File: src/design/step_gen_defines.vh
// Constants for the step generator, index output and diagnostics block.
// Assumes a 40 MHz reference clock and a 32-bit APB register bus.
`ifndef STEP_GEN_DEFINES_VH
`define STEP_GEN_DEFINES_VH

// Register byte addresses
`define REG_GLOBAL_CONFIG 8'h00
`define REG_VELOCITY 8'h04
`define REG_POSITION 8'h08
`define REG_DRIVER_STATUS 8'h0c
`define REG_INT_STATUS 8'h10
`define REG_INT_MASK 8'h14

// Global configuration fields
`define CFG_STEP_TOGGLE 0
`define CFG_DRV_ENABLE 1
`define CFG_OT_LO 2
`define CFG_OT_HI 3
`define CFG_OT_SERIAL 4
`define CFG_WIDTH 5
`define CFG_RESET 5'h00

// Velocity and position
`define VEL_WIDTH 24
`define VEL_RESET 24'h000000
`define POS_WIDTH 10
`define POS_MAX 10'h3ff
`define POS_RESET 10'h000

// Temperature comparator levels, index into the sensor vector
`define TL_120 2'h0
`define TL_143 2'h1
`define TL_150 2'h2
`define TL_157 2'h3

// Overtemperature settings: shutdown / pre-warning
`define OTS_143_120 2'h0
`define OTS_150_120 2'h1
`define OTS_150_143 2'h2
`define OTS_157_143 2'h3

// Driver status word fields
`define DS_OTPW 0
`define DS_OT 1
`define DS_SG_A 2
`define DS_SG_B 3
`define DS_SS_A 4
`define DS_SS_B 5
`define DS_BR_A 6
`define DS_BR_B 7
`define DS_WIDTH 8

// Interrupt status and mask fields
`define INT_OTPW 0
`define INT_OT 1
`define INT_SHORT_A 2
`define INT_SHORT_B 3
`define INT_INDEX 4
`define INT_WIDTH 5
`define INT_RESET 5'h00

// Short confirmation
`define SHORT_RETRIES 2'h3
`define SHORT_GAP_NS 2000
`define CLK_PERIOD_NS 25
`define SHORT_GAP_CYC (`SHORT_GAP_NS / `CLK_PERIOD_NS)

`endif

File: src/design/short_confirm.v
// Confirms a short detection after the first detection and three retries.
// Assumes DETECT is already synchronised to CLK.
`include "step_gen_defines.vh"

module short_confirm (
    input wire CLK,
    input wire RST,
    input wire DETECT,
    output reg CONFIRM
);

    reg det_q;
    reg [1:0] tries;
    reg [7:0] gap;
    wire rise;
    wire gap_done;

    assign rise = DETECT & ~det_q;
    assign gap_done = (gap == `SHORT_GAP_CYC);

    always @(posedge CLK or posedge RST) begin
        if (RST) begin
            det_q <= 1'b0;
            tries <= 2'h0;
            gap <= 8'h00;
            CONFIRM <= 1'b0;
        end else begin
            det_q <= DETECT;
            CONFIRM <= 1'b0;
            if (rise) begin
                gap <= 8'h00;
                // A lone spurious detection never gets past the count
                if (tries == `SHORT_RETRIES) begin
                    tries <= 2'h0;
                    CONFIRM <= 1'b1;
                end else begin
                    tries <= tries + 2'h1;
                end
            end else if (gap_done) begin
                tries <= 2'h0;
            end else if (tries != 2'h0) begin
                gap <= gap + 8'h01;
            end
        end
    end

endmodule

File: src/design/step_generator_index_diagnostics.v
// Internal step pulse generator, index output and diagnostic protection.
// Assumes APB master on REF_CLK; sensor and short pins are asynchronous.
`include "step_gen_defines.vh"

module step_generator_index_diagnostics (
    input wire REF_CLK,
    input wire RST,
    input wire PSEL,
    input wire PENABLE,
    input wire PWRITE,
    input wire [7:0] PADDR,
    input wire [31:0] PWDATA,
    output reg [31:0] PRDATA,
    output wire PREADY,
    output wire PSLVERR,
    input wire [3:0] TEMP_ABOVE,
    input wire [1:0] OTP_OT_SEL,
    input wire SHORT_GND_A,
    input wire SHORT_GND_B,
    input wire SHORT_SUP_A,
    input wire SHORT_SUP_B,
    output reg BRIDGE_A_EN,
    output reg BRIDGE_B_EN,
    output reg STEP_PULSE,
    output reg STEP_DIR,
    output reg INDEX,
    output reg IRQ
);

    // Shutdown comparator level for a setting
    function [1:0] shut_level;
        input [1:0] setting;
        begin
            case (setting)
                `OTS_143_120: shut_level = `TL_143;
                `OTS_150_120: shut_level = `TL_150;
                `OTS_150_143: shut_level = `TL_150;
                default: shut_level = `TL_157;
            endcase
        end
    endfunction

    // Pre-warning comparator level for a setting
    function [1:0] warn_level;
        input [1:0] setting;
        begin
            case (setting)
                `OTS_143_120: warn_level = `TL_120;
                `OTS_150_120: warn_level = `TL_120;
                default: warn_level = `TL_143;
            endcase
        end
    endfunction

    // Comparator output at a level
    function above_at;
        input [3:0] above;
        input [1:0] level;
        begin
            above_at = above[level];
        end
    endfunction

    // Pin synchronisers: first stage read only by the second
    reg [9:0] pin_meta;
    reg [9:0] pin_sync;

    always @(posedge REF_CLK or posedge RST) begin
        if (RST) begin
            pin_meta <= 10'h000;
            pin_sync <= 10'h000;
        end else begin
            pin_meta <= {OTP_OT_SEL, SHORT_SUP_B, SHORT_SUP_A,
                         SHORT_GND_B, SHORT_GND_A, TEMP_ABOVE};
            pin_sync <= pin_meta;
        end
    end

    wire [3:0] temp_above = pin_sync[3:0];
    wire det_sg_a = pin_sync[4];
    wire det_sg_b = pin_sync[5];
    wire det_ss_a = pin_sync[6];
    wire det_ss_b = pin_sync[7];
    // Two synced bits may disagree for a cycle; take the setting once stable
    reg [1:0] otp_prev;
    reg [1:0] otp_sel;

    always @(posedge REF_CLK or posedge RST) begin
        if (RST) begin
            otp_prev <= 2'h0;
            otp_sel <= 2'h0;
        end else begin
            otp_prev <= pin_sync[9:8];
            if (pin_sync[9:8] == otp_prev) begin
                otp_sel <= otp_prev;
            end
        end
    end

    // Registers
    reg [`CFG_WIDTH-1:0] global_config;
    reg [`VEL_WIDTH-1:0] velocity_setpoint;
    reg [`POS_WIDTH-1:0] microstep_position_count;
    reg [`INT_WIDTH-1:0] int_status;
    reg [`INT_WIDTH-1:0] int_mask;

    wire step_toggle_select = global_config[`CFG_STEP_TOGGLE];
    wire drv_enable = global_config[`CFG_DRV_ENABLE];

    // APB decode
    wire setup = PSEL & ~PENABLE;
    wire access = PSEL & PENABLE;
    wire mapped = (PADDR == `REG_GLOBAL_CONFIG) | (PADDR == `REG_VELOCITY) |
                  (PADDR == `REG_POSITION) | (PADDR == `REG_DRIVER_STATUS) |
                  (PADDR == `REG_INT_STATUS) | (PADDR == `REG_INT_MASK);
    wire wr = access & PWRITE & mapped;
    wire rd_int = access & ~PWRITE & (PADDR == `REG_INT_STATUS);

    assign PREADY = access;
    assign PSLVERR = access & ~mapped;

    // Threshold selection, serial overrides the programmed setting
    wire [1:0] cfg_ot = global_config[`CFG_OT_HI:`CFG_OT_LO];
    // The highest setting cannot come from the programmed store
    wire [1:0] otp_ot = (otp_sel == `OTS_157_143) ? `OTS_150_143 : otp_sel;
    wire [1:0] ot_setting = global_config[`CFG_OT_SERIAL] ? cfg_ot : otp_ot;
    wire hot_warn = above_at(temp_above, warn_level(ot_setting));
    wire hot_shut = above_at(temp_above, shut_level(ot_setting));

    reg overtemp_shutdown_flag;
    reg prewarn_flag;
    reg prewarn_q;

    always @(posedge REF_CLK or posedge RST) begin
        if (RST) begin
            overtemp_shutdown_flag <= 1'b0;
            prewarn_flag <= 1'b0;
            prewarn_q <= 1'b0;
        end else begin
            prewarn_flag <= hot_warn;
            prewarn_q <= prewarn_flag;
            if (hot_shut) begin
                overtemp_shutdown_flag <= 1'b1;
            end else if (~hot_warn) begin
                overtemp_shutdown_flag <= 1'b0;
            end
        end
    end

    // Short confirmation per bridge and type
    wire conf_sg_a;
    wire conf_sg_b;
    wire conf_ss_a;
    wire conf_ss_b;

    short_confirm u_sg_a (.CLK(REF_CLK), .RST(RST), .DETECT(det_sg_a), .CONFIRM(conf_sg_a));
    short_confirm u_sg_b (.CLK(REF_CLK), .RST(RST), .DETECT(det_sg_b), .CONFIRM(conf_sg_b));
    short_confirm u_ss_a (.CLK(REF_CLK), .RST(RST), .DETECT(det_ss_a), .CONFIRM(conf_ss_a));
    short_confirm u_ss_b (.CLK(REF_CLK), .RST(RST), .DETECT(det_ss_b), .CONFIRM(conf_ss_b));

    reg short_ground_bridge_a;
    reg short_ground_bridge_b;
    reg short_supply_bridge_a;
    reg short_supply_bridge_b;
    reg enable_q;
    wire re_enable = drv_enable & ~enable_q;

    // Confirmation wins over a clear in the same cycle
    always @(posedge REF_CLK or posedge RST) begin
        if (RST) begin
            enable_q <= 1'b0;
            short_ground_bridge_a <= 1'b0;
            short_ground_bridge_b <= 1'b0;
            short_supply_bridge_a <= 1'b0;
            short_supply_bridge_b <= 1'b0;
        end else begin
            enable_q <= drv_enable;
            short_ground_bridge_a <= conf_sg_a |
                                     (short_ground_bridge_a & ~re_enable);
            short_ground_bridge_b <= conf_sg_b |
                                     (short_ground_bridge_b & ~re_enable);
            short_supply_bridge_a <= conf_ss_a |
                                     (short_supply_bridge_a & ~re_enable);
            short_supply_bridge_b <= conf_ss_b |
                                     (short_supply_bridge_b & ~re_enable);
        end
    end

    wire short_a = short_ground_bridge_a | short_supply_bridge_a;
    wire short_b = short_ground_bridge_b | short_supply_bridge_b;
    wire drive_ok = drv_enable & ~overtemp_shutdown_flag;

    // Only the shorted bridge is switched off, until re-enable clears it
    always @(posedge REF_CLK or posedge RST) begin
        if (RST) begin
            BRIDGE_A_EN <= 1'b0;
            BRIDGE_B_EN <= 1'b0;
        end else begin
            BRIDGE_A_EN <= drive_ok & ~short_a & ~conf_sg_a & ~conf_ss_a;
            BRIDGE_B_EN <= drive_ok & ~short_b & ~conf_sg_b & ~conf_ss_b;
        end
    end

    // Step generator: phase accumulator on the velocity magnitude
    reg [`VEL_WIDTH-1:0] phase;
    wire vel_neg = velocity_setpoint[`VEL_WIDTH-1];
    wire [`VEL_WIDTH-1:0] vel_mag = vel_neg ? (~velocity_setpoint + 24'h000001)
                                            : velocity_setpoint;
    wire [`VEL_WIDTH:0] phase_sum = {1'b0, phase} + {1'b0, vel_mag};
    wire step_now = phase_sum[`VEL_WIDTH];

    reg [`POS_WIDTH-1:0] next_position;

    always @* begin
        next_position = microstep_position_count;
        if (step_now) begin
            if (vel_neg) begin
                next_position = (microstep_position_count == `POS_RESET) ? `POS_MAX
                                : microstep_position_count - 10'h001;
            end else begin
                next_position = (microstep_position_count == `POS_MAX) ? `POS_RESET
                                : microstep_position_count + 10'h001;
            end
        end
    end

    always @(posedge REF_CLK or posedge RST) begin
        if (RST) begin
            phase <= `VEL_RESET;
            microstep_position_count <= `POS_RESET;
            STEP_PULSE <= 1'b0;
            STEP_DIR <= 1'b0;
        end else begin
            phase <= phase_sum[`VEL_WIDTH-1:0];
            microstep_position_count <= next_position;
            STEP_PULSE <= step_now;
            STEP_DIR <= vel_neg;
        end
    end

    // Index output: zero point of the sequence, or a toggle per step
    wire at_zero = (next_position == `POS_RESET);
    wire index_event = step_now & at_zero;

    always @(posedge REF_CLK or posedge RST) begin
        if (RST) begin
            INDEX <= 1'b0;
        end else if (step_toggle_select) begin
            if (step_now) begin
                INDEX <= ~INDEX;
            end
        end else begin
            INDEX <= at_zero;
        end
    end

    // Sticky interrupt events
    reg ot_q;
    wire [`INT_WIDTH-1:0] events;

    assign events[`INT_OTPW] = prewarn_flag & ~prewarn_q;
    assign events[`INT_OT] = overtemp_shutdown_flag & ~ot_q;
    assign events[`INT_SHORT_A] = conf_sg_a | conf_ss_a;
    assign events[`INT_SHORT_B] = conf_sg_b | conf_ss_b;
    assign events[`INT_INDEX] = index_event;

    always @(posedge REF_CLK or posedge RST) begin
        if (RST) begin
            ot_q <= 1'b0;
            int_status <= `INT_RESET;
            IRQ <= 1'b0;
        end else begin
            ot_q <= overtemp_shutdown_flag;
            // A new event in the reading cycle stays set
            if (rd_int) begin
                int_status <= events;
            end else begin
                int_status <= int_status | events;
            end
            IRQ <= |(next_int_or(int_status, events, rd_int) & int_mask);
        end
    end

    // Status value that the interrupt output follows
    function [`INT_WIDTH-1:0] next_int_or;
        input [`INT_WIDTH-1:0] cur;
        input [`INT_WIDTH-1:0] ev;
        input clr;
        begin
            next_int_or = clr ? ev : (cur | ev);
        end
    endfunction

    // Writable registers
    always @(posedge REF_CLK or posedge RST) begin
        if (RST) begin
            global_config <= `CFG_RESET;
            velocity_setpoint <= `VEL_RESET;
            int_mask <= `INT_RESET;
        end else if (wr) begin
            case (PADDR)
                `REG_GLOBAL_CONFIG: global_config <= PWDATA[`CFG_WIDTH-1:0];
                `REG_VELOCITY: velocity_setpoint <= PWDATA[`VEL_WIDTH-1:0];
                `REG_INT_MASK: int_mask <= PWDATA[`INT_WIDTH-1:0];
                default: global_config <= global_config;
            endcase
        end
    end

    // Read data captured in the setup cycle
    wire [`DS_WIDTH-1:0] driver_status_word = {BRIDGE_B_EN, BRIDGE_A_EN,
        short_supply_bridge_b, short_supply_bridge_a,
        short_ground_bridge_b, short_ground_bridge_a,
        overtemp_shutdown_flag, prewarn_flag};

    reg [31:0] next_rdata;

    always @* begin
        case (PADDR)
            `REG_GLOBAL_CONFIG: next_rdata = {27'h0000000, global_config};
            `REG_VELOCITY: next_rdata = {8'h00, velocity_setpoint};
            `REG_POSITION: next_rdata = {22'h000000, microstep_position_count};
            `REG_DRIVER_STATUS: next_rdata = {24'h000000, driver_status_word};
            `REG_INT_STATUS: next_rdata = {27'h0000000, int_status | events};
            `REG_INT_MASK: next_rdata = {27'h0000000, int_mask};
            default: next_rdata = 32'h00000000;
        endcase
    end

    always @(posedge REF_CLK or posedge RST) begin
        if (RST) begin
            PRDATA <= 32'h00000000;
        end else if (setup & ~PWRITE) begin
            PRDATA <= next_rdata;
        end
    end

endmodule

File: config.mk
export PLATFORM = sky130hd
export DESIGN_NAME = step_generator_index_diagnostics
export DESIGN_NICKNAME = d
export VERILOG_FILES = /design/src/design/short_confirm.v /design/src/design/step_generator_index_diagnostics.v
export VERILOG_INCLUDE_DIRS = /design/src /design/src/design
export SDC_FILE = /design/constraint.sdc
export NUM_CORES = 1
export LEC_CHECK = 0
export BUFFER_PORTS_ARGS = -buffer_cell sky130_fd_sc_hd__buf_2
export CAP_MARGIN = 20
export CORE_MARGIN = 3
export CORE_UTILIZATION = 55
export CTS_CLUSTER_SIZE = 12
export DETAILED_ROUTE_END_ITERATION = 8
export PLACE_DENSITY = 0.75
export SKIP_LAST_GASP = 1
export SLEW_MARGIN = 20
export SYNTH_ARGS = -nofsm -noshare
export SYNTH_HDL_FRONTEND = slang
export SYNTH_SLANG_ARGS = --single-unit
File: constraint.sdc
create_clock -name REF_CLK -period 7.2 [get_ports REF_CLK]
set_input_delay 1.08 -clock REF_CLK [delete_from_list [all_inputs] [get_ports REF_CLK]]
set_output_delay 1.08 -clock REF_CLK [all_outputs]
set_load 0.03 [all_outputs]
==> summary.md <==
| Metric | Value |
|---|---|
| Area occupied by multi-input gates | 0.00467 sq mm |
| Antenna-violating nets left | 0 |
| Number of synthesized flops with an enable pin | 0 |
| Leakage | 5.18 nW |
| Max_cap viols | 0 |
| Hold violation count in the final report | 0 |
| Initial Util | 56.8% |
| Diodes inserted | 0 |
| Yosys warns | 0 |
| Critical path launch point type | flop |
| Power per cell area | 270 mW/mm^2 |
| Final setup violation count | 0 |
| Global-route wire length before repair | 33000 um |
| Number of global-route vias before repair | 6675 |
| Clk buf depth | 2 |
| CTS tree | done |
| Clk_lat worst skew | 0.44 ns |
| Post-CTS setup buffer count | 0 |
| Initial antenna violation count | 0 |
| Synth top area cells | dfrtp_1 48%, ha_1 5.9%, mux2_2 5.0%, xnor2_1 4.7%, nor2_1 2.8% |
| Ports | between 90 and 100 |
| Area grow syn2layout | 12.0% |
| Drt wl/cell | 17.0 um |
| Seq cells post-synth | approximately 180 |
| Worst Path Max Fanout | 19 |
| # rows | 47 |
| Critical Path Slowest Stage Cell | nor4_1 |
| Drt total wl | 20100 um |
| Yosys top cell area share | 48.2% |
| # resized after CTS | 0 |
| Critical path, cell by cell | nor4_1 > nand2_1 > o31ai_1 > xnor2_1 > ha_1 > o21ai_0 > a211oi_1 > o211ai_1 > a31oi_4 > nor3b_2 > nor2_1 > o31ai_2 |
| Slew margin rel. | 32.8% |
| Clock transition at path regs | about 0.07 ns |
| Clock Sinks | 184 |
| CP Data Required Time | 7.55 ns |
| First-pass DRT Iterations | 5 |
| Final worst path period need | 4.60 ns |
| Synthesized area | 0.00955 sq mm |
| Outcome | complete, no violations |
| Fill cells | 1388 |
| CP top delay family | compound AO/OA/AOI/OAI gates |
| DIE AREA | 0.0190 sq mm |
| Max Fclk | 217 MHz |
| # H-tree levels | 4 |
| Hpwl dp | around 14000 um |
| Cells after Synth | 882 |
| Die W | 138 um |
| Largest net degree at the start of global routing | 119 |
| Die H | 138 um |
| Post-layout total power | 2.88 mW |
| Buf/Inv on CP | 0 |
| Clock Tree Root | clkbuf_16 |
| DRC | 0 |
| Vias post-DR | slightly below 7000 |
| Setup CP Type | flop to flop |
| Hold-fix buffers, CTS | 0 |
| Main synth FF type | dfrtp_1 |
| Sequential-to-total area share from yosys stat | 48.2% |
| Placed Cells | 1153 |
| Asr flop ratio synth | 100% |
| Final Max Tran Viols | 0 |
| VDD IR-drop max | 0.218 mV |
| Yosys cell types | 75 |
| DR iter-0 viols | 515 |
| Setup Skew | 0.0101 ns |
| Gr usage total | 22.4% |
| Crit share post-route | roughly 64% |
| CP endpoint kind | flop |
| Yosys top cell by area | dfrtp_1 |
| Final Non-Filler Cells | 1185 |
| Hold Crit Class | flop to flop |
| Worst Tran Pin Value | between 0.9 and 1 ns |
| Setup repair after global routing missed its margin | no |
| Share of post-route cells with drive strength above 1 | 18.3% |
| Worst path arrival time | 4.95 ns |
| Worst path max stage delay | 0.89 ns |
| Area of the core | between 0.015 and 0.02 sq mm |
| CTS Buf Count | 17 |
| Net count, final | 1053 |
| # port buffers | 78 |
| Total grt overflow | 0 |
| Total Neg Setup Slack | 0 ns |
| Via density per instance | 5.78 |
| Register area | approximately 0.0046 sq mm |
| Core Util, Final | 63.6% |
| Syn avg cell area | 10.8 sq um |
| Routability cong. | 0.872 |
[sequential cells by signal, summed over array words and instances, names as in the netlist, 2 cells and up]
signal	flops
otp_prev	2
global_config	5
int_mask	5
u_ss_b.gap	8
u_ss_a.tries	2
u_sg_b.gap	8
u_ss_b.tries	2
u_sg_a.gap	8
velocity_setpoint	24
int_status	5
u_sg_b.tries	2
PRDATA	24
u_sg_a.tries	2
microstep_position_count	10
phase	24
pin_meta	10
pin_sync	10
u_ss_a.gap	8
otp_sel	2
[per-layer routing]
metal / share of wire, % / track usage, % / routed length (um)
met2: 49 / 36.8 / 9800
met5: 0 / 0 / 0
met3: 5.2 / 5.00 / 1040
met4: 1.5 / 7.19 / 307
met1: 45 / 29.6 / 8990
[stage by stage]
step	setup WS [ns]	hold WS (ns)	cell area, sq um
after floorplan	1.12	0.331	9580
after global placement	2.76	0.331	10100
after detailed placement	2.70	0.336	10100
after CTS	2.63	0.354	10700
after global routing	2.17	0.360	10700
final	2.60	0.350	10700
[layout by cell type (no fill, tap or decap), drive strengths merged, types with 30 or more instances in the layout]
cell	instances
dfrtp	184
buf	82
nor2	70
nand2	58
xnor2	51
ha	45
mux2	42
inv	41
o21ai	37
a21oi	30
[cells in the mapped netlist, types with 20 or more instances]
library cell and number:
a21oi_1 30, clkbuf_1 25, dfrtp_1 184, ha_1 45, inv_1 33, mux2_2 42, nand2_1 58, nand3_1 20
nor2_1 70, o21ai_0 31, xnor2_1 51, xor2_1 26
[worst reg2reg max path, cell delays in order (launching register included)]
cell      delay [ns]
dfrtp_1         0.47
nor4_1          0.89
nand2_1         0.23
o31ai_1         0.30
xnor2_1         0.11
ha_1            0.35
o21ai_0         0.13
a211oi_1        0.47
o211ai_1        0.27
a31oi_4         0.57
nor3b_2         0.40
nor2_1          0.11
o31ai_2         0.21
[area by class of cell]
| class | instances | share of cell area [%] |
|---|---|---|
| well taps | 220 | 2.57 |
| clock buffers | 18 | 4.11 |
| clock inverters | 14 | 1.45 |
| multi-input cells | 634 | 43.7 |
| flip-flops and latches | 184 | 43.0 |
| inverters | 33 | 1.23 |
| repair buffers | 82 | 3.93 |
[worst paths after layout]
kind / slack (ns) / startpoint / depth (start not counted) / endpoint
setup / recovery: 2.60 / velocity_setpoint[6] / 12 / INDEX
hold / removal: 0.35 / pin_meta[5] / 0 / pin_sync[5]
setup reg to reg: 2.60 / velocity_setpoint[6] / 12 / INDEX
hold reg to reg: 0.35 / pin_meta[5] / 0 / pin_sync[5]
max in group asynchronous: 5.06 / RST / 3 / short_ground_bridge_b
min in group asynchronous: 0.80 / RST / 2 / u_sg_b.gap[0]
[logic make-up after synthesis]
| kind of cell | count (synthesis) | share of synthesized area, % |
|---|---|---|
| DFF | 184 | 48.2 |
| xor gates and xnor gates | 77 | 7.06 |
| and+or+nand+nor | 262 | 14.4 |
| other | 1 | 0.0393 |
| muxes | 53 | 7.06 |
| AOI/OAI and AO/OA | 188 | 13.9 |
| adders and majority gates | 46 | 6.10 |
| buffers and inverters | 71 | 3.24 |
[power breakdown]
group | switching, mW | total [mW] | internal, mW
sequential | 0.115 | 1.30 | 1.19
clock | 0.457 | 0.932 | 0.475
combinational | 0.364 | 0.650 | 0.285
total | 0.937 | 2.88 | 1.95
No activity file was read; power rests on OpenSTA's default activity.
